--- src/verilog/adc_irq_pkg.sv ---
package adc_irq_pkg;

  // register offsets (byte addresses)
  localparam logic [31:0] MASK_OFFSET     = 32'h40030004;
  localparam logic [31:0] MODE_OFFSET     = 32'h40030008;
  localparam logic [31:0] FLAGS_OFFSET    = 32'h40030000;
  localparam logic [31:0] CURDATA_OFFSET  = 32'h40030010;
  localparam logic [31:0] IRQ_STAT_OFFSET = 32'h40030020;
  localparam logic [31:0] IRQ_CLR_OFFSET  = 32'h40030024;
  localparam logic [31:0] IRQ_EN_OFFSET   = 32'h40030028;

  // reset values
  localparam logic [7:0] MASK_RESET = 8'h00;
  localparam logic [7:0] MODE_RESET = 8'h03;

  // status flag positions
  localparam int CUR_READY_BIT   = 0;
  localparam int VOLT_READY_BIT  = 1;
  localparam int TEMP_READY_BIT  = 2;
  localparam int CUR_OVR_BIT     = 3;
  localparam int CUR_CMP_BIT     = 4;
  localparam int CUR_ACC_BIT     = 5;
  localparam int ALWAYS_IRQ_BIT  = 6;
  localparam int NUM_FLAGS       = 7;

  // mode register fields
  localparam int ALWAYS_IRQ_ENABLE_BIT = 5;
  localparam int MODE_FIELD_LSB        = 0;
  localparam int MODE_FIELD_W          = 3;
  localparam logic [2:0] MODE_IDLE     = 3'h3;
  localparam logic [2:0] MODE_DOWN     = 3'h0;

  // local irq status bits
  localparam int EV_MODE_WRITE = 0;
  localparam int EV_SETTLED    = 1;
  localparam int EV_OVERWRITE  = 2;
  localparam int NUM_EVENTS    = 3;

  // filter settling and output period, in ns
  localparam int SETTLE_NS        = 20000;
  localparam int CLK_PERIOD_NS    = 40;
  localparam int SETTLE_CYCLES    = (SETTLE_NS + CLK_PERIOD_NS - 1) / CLK_PERIOD_NS;
  localparam int OUT_PERIOD_NS    = 4000;
  localparam int OUT_PERIOD_CYCLES = OUT_PERIOD_NS / CLK_PERIOD_NS;

  typedef struct packed {
    logic        write;
    logic        read;
    logic [31:0] addr;
    logic [31:0] wdata;
  } bus_req_s;

  typedef struct packed {
    logic        valid;
    logic [23:0] data;
  } conv_result_s;

endpackage

--- src/verilog/sticky_flag.sv ---
`timescale 1ns/10ps
module sticky_flag (
  // clock and reset
  input  wire logic clk,
  input  wire logic reset_n,
  // control
  input  wire logic set,
  input  wire logic clear,
  // state
  output logic      flag
);

  logic next_flag;

  // a set in the clear cycle wins so no event is lost
  always_comb begin
    next_flag = flag;
    if (clear) begin
      next_flag = 1'b0;
    end
    if (set) begin
      next_flag = 1'b1;
    end
  end

  always_ff @(posedge clk) begin
    if (!reset_n) begin
      flag <= 1'b0;
    end else begin
      flag <= next_flag;
    end
  end

endmodule

--- src/verilog/adc_irq_ctrl.sv ---
`timescale 1ns/10ps
module adc_irq_ctrl #(
  parameter int SETTLE_CYCLES = adc_irq_pkg::SETTLE_CYCLES,
  parameter int PERIOD_CYCLES = adc_irq_pkg::OUT_PERIOD_CYCLES
) (
  // clock and reset
  input  wire logic        SYS_CLK,
  input  wire logic        RESET_N,
  // register port
  input  wire logic [31:0] ADDR,
  input  wire logic [31:0] WDATA,
  input  wire logic        WRITE,
  input  wire logic        READ,
  output logic      [31:0] RDATA,
  // converter side
  input  wire logic        CUR_DONE,
  input  wire logic [23:0] CUR_RESULT,
  input  wire logic        VOLT_DONE,
  input  wire logic        TEMP_DONE,
  input  wire logic        CUR_OVR,
  input  wire logic        CUR_CMP_HIT,
  input  wire logic        CUR_ACC_HIT,
  output logic             CONV_RESTART,
  output logic      [2:0]  CONV_MODE,
  // interrupts
  output logic             CONV_IRQ,
  output logic             SYS_IRQ
);

  localparam int NF = adc_irq_pkg::NUM_FLAGS;
  localparam int NE = adc_irq_pkg::NUM_EVENTS;

  adc_irq_pkg::bus_req_s     req;
  adc_irq_pkg::conv_result_s cur;
  logic [7:0]  mask;
  logic [7:0]  next_mask;
  logic [7:0]  mode;
  logic [7:0]  next_mode;
  logic [23:0] cur_data;
  logic [23:0] next_cur_data;
  logic [31:0] rdata_q;
  logic [31:0] next_rdata;
  logic [15:0] settle_cnt;
  logic [15:0] next_settle_cnt;
  logic [15:0] period_cnt;
  logic [15:0] next_period_cnt;
  logic        settled;
  logic        mode_wr;
  logic        cur_read;
  logic        always_on;
  logic        active;
  logic        period_tick;
  logic [NF-1:0] flag_set;
  logic [NF-1:0] flag_clr;
  logic [NF-1:0] conv_flag_register;
  logic [NE-1:0] ev_set;
  logic [NE-1:0] ev_clr;
  logic [NE-1:0] ev_stat;
  logic [NE-1:0] ev_en;
  logic [NE-1:0] next_ev_en;

  assign req = '{write: WRITE, read: READ, addr: ADDR, wdata: WDATA};
  assign cur = '{valid: CUR_DONE, data: CUR_RESULT};

  ////////////////////////////////////////////////////////////////////////
  // decode and mode

  assign mode_wr   = req.write && (req.addr == adc_irq_pkg::MODE_OFFSET);
  assign cur_read  = req.read && (req.addr == adc_irq_pkg::CURDATA_OFFSET);
  assign always_on = mode[adc_irq_pkg::ALWAYS_IRQ_ENABLE_BIT];
  // powered-down and idle hold the converters, so nothing counts there
  assign active = (mode[2:0] != adc_irq_pkg::MODE_IDLE) &&
                  (mode[2:0] != adc_irq_pkg::MODE_DOWN);
  assign settled      = (settle_cnt == 16'h0000);
  assign period_tick  = active && (period_cnt == 16'h0000);
  assign CONV_RESTART = mode_wr;
  assign CONV_MODE    = mode[2:0];

  ////////////////////////////////////////////////////////////////////////
  // status flags

  always_comb begin
    flag_set = '0;
    flag_clr = '0;
    // results are withheld while the filter settles
    if (settled && active && !mode_wr) begin
      flag_set[adc_irq_pkg::CUR_READY_BIT]  = cur.valid;
      flag_set[adc_irq_pkg::VOLT_READY_BIT] = VOLT_DONE;
      flag_set[adc_irq_pkg::TEMP_READY_BIT] = TEMP_DONE;
      flag_set[adc_irq_pkg::CUR_OVR_BIT]    = CUR_OVR;
      flag_set[adc_irq_pkg::CUR_CMP_BIT]    = CUR_CMP_HIT;
      flag_set[adc_irq_pkg::CUR_ACC_BIT]    = CUR_ACC_HIT;
    end
    // early interrupt ignores settling, not the restart itself
    flag_set[adc_irq_pkg::ALWAYS_IRQ_BIT] = always_on && period_tick && !mode_wr;
    if (mode_wr) begin
      flag_clr = '1;
    end
    if (cur_read) begin
      flag_clr[adc_irq_pkg::CUR_READY_BIT] = 1'b1;
      flag_clr[adc_irq_pkg::ALWAYS_IRQ_BIT] = 1'b1;
    end
  end

  genvar gi;
  generate
    for (gi = 0; gi < NF; gi++) begin : g_flag
      sticky_flag u_flag (
        .clk     (SYS_CLK),
        .reset_n (RESET_N),
        .set     (flag_set[gi]),
        .clear   (flag_clr[gi]),
        .flag    (conv_flag_register[gi])
      );
    end
    for (gi = 0; gi < NE; gi++) begin : g_ev
      sticky_flag u_ev (
        .clk     (SYS_CLK),
        .reset_n (RESET_N),
        .set     (ev_set[gi]),
        .clear   (ev_clr[gi]),
        .flag    (ev_stat[gi])
      );
    end
  endgenerate

  // bit i of the mask gates flag i; bit 7 gates nothing
  assign CONV_IRQ = |(conv_flag_register & mask[NF-1:0]);
  assign SYS_IRQ  = |(ev_stat & ev_en);

  ////////////////////////////////////////////////////////////////////////
  // block events

  always_comb begin
    ev_set = '0;
    ev_set[adc_irq_pkg::EV_MODE_WRITE] = mode_wr;
    ev_set[adc_irq_pkg::EV_SETTLED]    = active && (settle_cnt == 16'h0001);
    ev_set[adc_irq_pkg::EV_OVERWRITE]  =
      cur.valid && conv_flag_register[adc_irq_pkg::CUR_READY_BIT];
    ev_clr = '0;
    if (req.write && (req.addr == adc_irq_pkg::IRQ_CLR_OFFSET)) begin
      ev_clr = req.wdata[NE-1:0];
    end
  end

  ////////////////////////////////////////////////////////////////////////
  // software registers

  // mask bit 7 is stored as written; it gates nothing
  always_comb begin
    next_mask  = mask;
    next_mode  = mode;
    next_ev_en = ev_en;
    if (req.write) begin
      case (req.addr)
        adc_irq_pkg::MASK_OFFSET: begin
          next_mask = req.wdata[7:0];
        end
        adc_irq_pkg::MODE_OFFSET: begin
          next_mode = req.wdata[7:0];
        end
        adc_irq_pkg::IRQ_EN_OFFSET: begin
          next_ev_en = req.wdata[NE-1:0];
        end
        default: begin
        end
      endcase
    end
  end

  always_ff @(posedge SYS_CLK) begin
    if (!RESET_N) begin
      mask  <= adc_irq_pkg::MASK_RESET;
      mode  <= adc_irq_pkg::MODE_RESET;
      ev_en <= '0;
    end else begin
      mask  <= next_mask;
      mode  <= next_mode;
      ev_en <= next_ev_en;
    end
  end

  ////////////////////////////////////////////////////////////////////////
  // current result data

  always_comb begin
    next_cur_data = cur_data;
    // data register frozen while the ready flag is up
    if (cur.valid && settled && active &&
        !conv_flag_register[adc_irq_pkg::CUR_READY_BIT]) begin
      next_cur_data = cur.data;
    end
  end

  always_ff @(posedge SYS_CLK) begin
    if (!RESET_N) begin
      cur_data <= 24'h000000;
    end else begin
      cur_data <= next_cur_data;
    end
  end

  ////////////////////////////////////////////////////////////////////////
  // settling and output period counters

  // separate counters, so a period tick never shortens the settle wait
  always_comb begin
    next_settle_cnt = settle_cnt;
    next_period_cnt = period_cnt;
    if (mode_wr) begin
      next_settle_cnt = 16'(SETTLE_CYCLES);
      next_period_cnt = 16'(PERIOD_CYCLES - 1);
    end else begin
      if (!settled && active) begin
        next_settle_cnt = settle_cnt - 16'h0001;
      end
      if (active) begin
        if (period_tick) begin
          next_period_cnt = 16'(PERIOD_CYCLES - 1);
        end else begin
          next_period_cnt = period_cnt - 16'h0001;
        end
      end
    end
  end

  always_ff @(posedge SYS_CLK) begin
    if (!RESET_N) begin
      settle_cnt <= 16'h0000;
      period_cnt <= 16'h0000;
    end else begin
      settle_cnt <= next_settle_cnt;
      period_cnt <= next_period_cnt;
    end
  end

  ////////////////////////////////////////////////////////////////////////
  // read data

  // zero outside the answer cycle, so a stale value is never seen twice
  always_comb begin
    next_rdata = 32'h00000000;
    if (req.read) begin
      case (req.addr)
        adc_irq_pkg::FLAGS_OFFSET: begin
          next_rdata = {25'h0, conv_flag_register};
        end
        adc_irq_pkg::MASK_OFFSET: begin
          next_rdata = {24'h0, mask};
        end
        adc_irq_pkg::MODE_OFFSET: begin
          next_rdata = {24'h0, mode};
        end
        adc_irq_pkg::CURDATA_OFFSET: begin
          next_rdata = {8'h0, cur_data};
        end
        adc_irq_pkg::IRQ_STAT_OFFSET: begin
          next_rdata = {29'h0, ev_stat};
        end
        adc_irq_pkg::IRQ_EN_OFFSET: begin
          next_rdata = {29'h0, ev_en};
        end
        default: begin
          next_rdata = 32'h00000000;
        end
      endcase
    end
  end

  always_ff @(posedge SYS_CLK) begin
    if (!RESET_N) begin
      rdata_q <= 32'h00000000;
    end else begin
      rdata_q <= next_rdata;
    end
  end

  assign RDATA = rdata_q;

endmodule

--- config.mk ---
export PLATFORM = sky130hd
export DESIGN_NAME = adc_irq_ctrl
export DESIGN_NICKNAME = d
export VERILOG_FILES = /design/src/verilog/adc_irq_pkg.sv /design/src/verilog/sticky_flag.sv /design/src/verilog/adc_irq_ctrl.sv
export SDC_FILE = /design/constraint.sdc
export NUM_CORES = 1
export LEC_CHECK = 0
export ABC_AREA = 1
export BUFFER_PORTS_ARGS = -buffer_cell sky130_fd_sc_hd__buf_2
export CORE_ASPECT_RATIO = 0.7
export CORE_MARGIN = 2
export CORE_UTILIZATION = 55
export CTS_BUF_LIST = sky130_fd_sc_hd__clkbuf_2 sky130_fd_sc_hd__clkbuf_4 sky130_fd_sc_hd__clkbuf_8
export DETAILED_ROUTE_END_ITERATION = 8
export GPL_TIMING_DRIVEN = 1
export PLACE_DENSITY = 0.83
export SLEW_MARGIN = 25
export SYNTH_ARGS = -nofsm -noshare
export SYNTH_HDL_FRONTEND = slang
export SYNTH_SLANG_ARGS = --single-unit
--- constraint.sdc ---
create_clock -name SYS_CLK -period 3.3 [get_ports SYS_CLK]
set_input_delay 0.66 -clock SYS_CLK [delete_from_list [all_inputs] [get_ports SYS_CLK]]
set_output_delay 0.66 -clock SYS_CLK [all_outputs]
set_load 0.02 [all_outputs]
==> results <==
- Walking the worst path, the cells encountered are buf_2, nor2_1, nand2_1, nor2_1, nand2_1, nor2_1, nand2_2, clkinv_1, buf_2.
- The total iterations of the first detailed-routing run is 5.
- The worst clock skew is 0.00782 ns.
- For the worst setup path, the data required time is 2.64 ns.
- The worst register-to-register path has a depth of 10.
- The area taken by flip-flops and latches is 2180 µm².
- The number of unique standard cell types used by synthesis is 35.
- The area of the multi-input gates is 2590 µm².
- For this run, design rule violations remaining after detail routing come to 0.
- The worst setup path is of the in -> out kind.
- After detailed routing, the total wire length is 12200 µm.
- The die is 120 µm wide.
- The number of max-cap violations is 0.
- In this run the worst setup path terminates at CONV_RESTART.
- At the worst endpoint, the arrival time is 1.95 ns.
- The first global-routing pass estimated 20100 µm of wire.
- In this run the critical register-to-register path is launched from settle_cnt[0]$_SDFFE_PP0P_.
- The worst-skew pair later-pin latency is 0.37 ns.
- The all-layer global routing usage is 24.3%.
- The most prevalent standard cell on the critical path is nor2_1.
- The total setup violations reported at the end of the flow is 0.
- The run finished with clean final reports.
- In this run the deepest clock path goes through 2 buffers.
- STA classifies the critical path startpoint as an input pin.
- The post-cts repair resize count is 0.
- The slew at the pin closest to its max-slew limit is 0.667 ns.
- The cell area that synthesis handed to floorplanning was 5190 µm².
- The detailed-placement wirelength estimate is 9010 µm.
- The buffers plus inverters on the worst setup path is 3.
- The number of ports placed on the die boundary is 136.
- The register area share after synthesis is 42.0%.
- The endpoint identified for the worst register-to-register timing path is cur_data[11]$_SDFFE_PN0P_.
- The count of fill cells added during filler insertion is 888.
- The critical path's top delay family is simple AND/OR/NAND/NOR gates.
- Across the VDD grid, the largest voltage drop is 0.287 mV.
- At the end of routability-driven placement, the weighted congestion stood at 0.912.
- The total overflow left after global routing is 0.
- Dividing the detail-routed wire length by the instance count gives 12.3 µm.
- The remaining antenna violation count after routing is 0.
- The leakage power total is 2.79 nW.
- The synthesized instance count is 770.
- The number of port buffers is 103.
- The worst setup margin is 0.692 ns.
- For this configuration, the core starts out at a cell density of 57.0%.
- The most common cell after layout, fill and taps aside is nor2_1.
- The endpoint kind of the worst setup timing path is an output pin.
- The class of the tightest hold or removal check is reg -> reg.
- In this run the register-to-register setup slack is 1.21 ns.
- In the final layout, the share of cells above drive strength 1 is 17.0%.
- The detailed router finished its first iteration with 278 violations.
- Clock tree synthesis inserted a total of 9 buffers.
- The largest single stage delay on the critical path is 0.27 ns.
- Summed over all failing endpoints, the final setup total negative slack is 0 ns.
- The clock tree synthesis step divided the H-tree into 3 levels.
- The number of standard cells in the layout, taps in and fillers out is 994.
- The highest clock rate is 383 MHz.
- The relative area change from synthesis to final layout is 14.7%.
- In this run the worst path has a maximum fanout of 11.
- The die covers 10200 µm².
- TritonCTS built the clock tree.
- The height of the die is 85.3 µm.
- The initial antenna violation count is 0.
- The tree built by TritonCTS fans out to 109 sinks.
- Power spread over the standard cell area amounts to 385 nW/µm².
- Cells fill 65.4% of the core in the end.
- Detailed routing inserted a total of 4961 vias.
- The final antenna diode count is 0.
- The net count of the finished layout is 969.
- The maximum number of pins on one net before global-route repair is 40.
- Clock tree synthesis selected as its root buffer the cell clkbuf_8.
- The headroom to the max-slew limit is 55.5%.
- The start point of the critical path is ADDR[21].
- In this run the number of cells on the critical path is 9.
- The Yosys step of the flow raised 0 warnings.
- In the layout the commonest cells are nor2_1 (188), nand2_1 (171), dfxtp_1 (109).
- In this run the standard cell core region covers 9110 µm².
- Hold repair after CTS inserted 0 buffers.
- The final count of pins violating max slew came to 0.
- The number of buffers added for setup after CTS is 0.
- The highest-delay cell along the critical path is nand2_1.
- Setup repair after global routing left no endpoint under its margin.
- The clock period minus final worst setup slack is 2.61 ns.
- The number of global-route vias before repair is 4414.
- The average footprint of a synthesized cell is 6.75 µm².
- OpenSTA, run right after detailed placement, puts the worst setup slack at 0.709 ns.
- The number of endpoints with negative hold slack in the final report came to 0.
- Of the available clock period, the critical path in the final layout requires 79.0%.
- The via density per instance is 4.99.
- After floorplanning, the core was divided into 29 placement rows.
- After synthesis the netlist holds a flip-flop and latch count of 109.
- The total power is 2.29 mW.
- Including well taps, the total number of placed cells is 979.
- The clock transition at the register clock pins on the worst setup and hold paths after CTS is 0.09 ns.
-- cell type report --
type	count	area share, %
Timing Repair Buffer	109	9.41
Clock inverter	5	1.26
Clock buffer	10	2.31
Multi-Input combinational cell	568	43.4
Tap cell	124	2.60
Sequential cell	109	36.6
Inverter	69	4.37
-- tightest hold or removal path, stage by stage, from the launching register on --
cell     delay (ns)
dfxtp_1        0.32
nand2_1        0.06
nor2_1         0.04
-- cells by family (layout without fill, tap and decap cells) --
group	Yosys count	count (layout)	share of synthesized area, %
other cells	1	8	0.0722
buf+inv	100	193	8.70
compound gates	92	92	9.01
simple gates	448	448	36.5
flops	109	109	42.0
fa+ha+maj	5	5	1.20
xor+xnor	15	15	2.53
-- report_power, final --
| part | internal, mW | leakage (nW) | switching [mW] |
|---|---|---|---|
| logic | 0.0461 | 1.80 | 0.0706 |
| clock network | 0.440 | 0.112 | 0.420 |
| registers | 1.31 | 0.877 | 0.000000000486 |
| total | 1.80 | 2.79 | 0.490 |
-- stage by stage --
step / cell area (µm²) / hold slack (ns)
floorplan: 5220 / 0.425
global placement: 5740 / 0.432
detailed placement: 5740 / 0.432
CTS: 5960 / 0.445
global route: 5960 / 0.471
finish: 5960 / 0.446
-- registers in the layout, indices dropped and copies added (netlist names) --
signal,cells
RDATA,24
settle_cnt,16
period_cnt,16
cur_data,24
g_ev.u_ev.flag,3
mask,8
mode,8
g_flag.u_flag.flag,7
ev_en,3
-- cells in the mapped netlist --
cell      instances  share of area (%)
a221oi_1          1               0.17
xnor2_1           3               0.51
nor3_2            1               0.19
nand3_1          44                4.2
nor2_1          188                 14
conb_1            1              0.072
clkinv_1          4               0.29
buf_1             1              0.072
nand2_2           6               0.72
buf_6             2               0.43
clkinv_2          1              0.096
or2_2             2               0.24
inv_1            60                4.3
nand3b_1          5               0.72
buf_2             9               0.87
a21oi_1          37                3.6
dfxtp_1         109                 42
nor3b_1           1               0.14
nand4_1           6               0.72
inv_2             4               0.29
and3_1            1               0.12
nor2_4            4               0.87
nand3b_4          1               0.39
nor2_8            1               0.39
xor2_1           12                2.0
a22o_1            1               0.17
ha_1              5                1.2
nor4_1            2               0.24
nor2_2            4               0.48
o21ai_1          20                1.9
o21ai_0          33                3.2
clkbuf_1          6               0.43
buf_4            13                1.9
nand2_1         171                 12
nor3_1           11                1.1
-- worst min-delay path by stage --
stage                     slack, ns  depth (start not counted)                       from              endpoint
final                          0.45                          2  cur_data[23]$_SDFFE_PN0P_  RDATA[23]$_SDFF_PN0_
after global routing           0.47                          2  cur_data[17]$_SDFFE_PN0P_  RDATA[17]$_SDFF_PN0_
after CTS                      0.45                          2  cur_data[13]$_SDFFE_PN0P_  RDATA[13]$_SDFF_PN0_
after detailed placement       0.43                          2  cur_data[15]$_SDFFE_PN0P_  RDATA[15]$_SDFF_PN0_
after global placement         0.43                          2  cur_data[22]$_SDFFE_PN0P_  RDATA[22]$_SDFF_PN0_
after floorplan                0.43                          2  cur_data[10]$_SDFFE_PN0P_  RDATA[10]$_SDFF_PN0_
-- metal layers --
layer  share of wire [%]  global-route usage (%)  up-vias
met1                  50                    34.7     2210
met2                  42                    37.0      145
li1                    -                       -     2596
met3                 7.3                    5.85       10
met4                0.98                    6.31        0
met5                   0                       0        -
No activity file was read; power rests on OpenSTA's default activity.
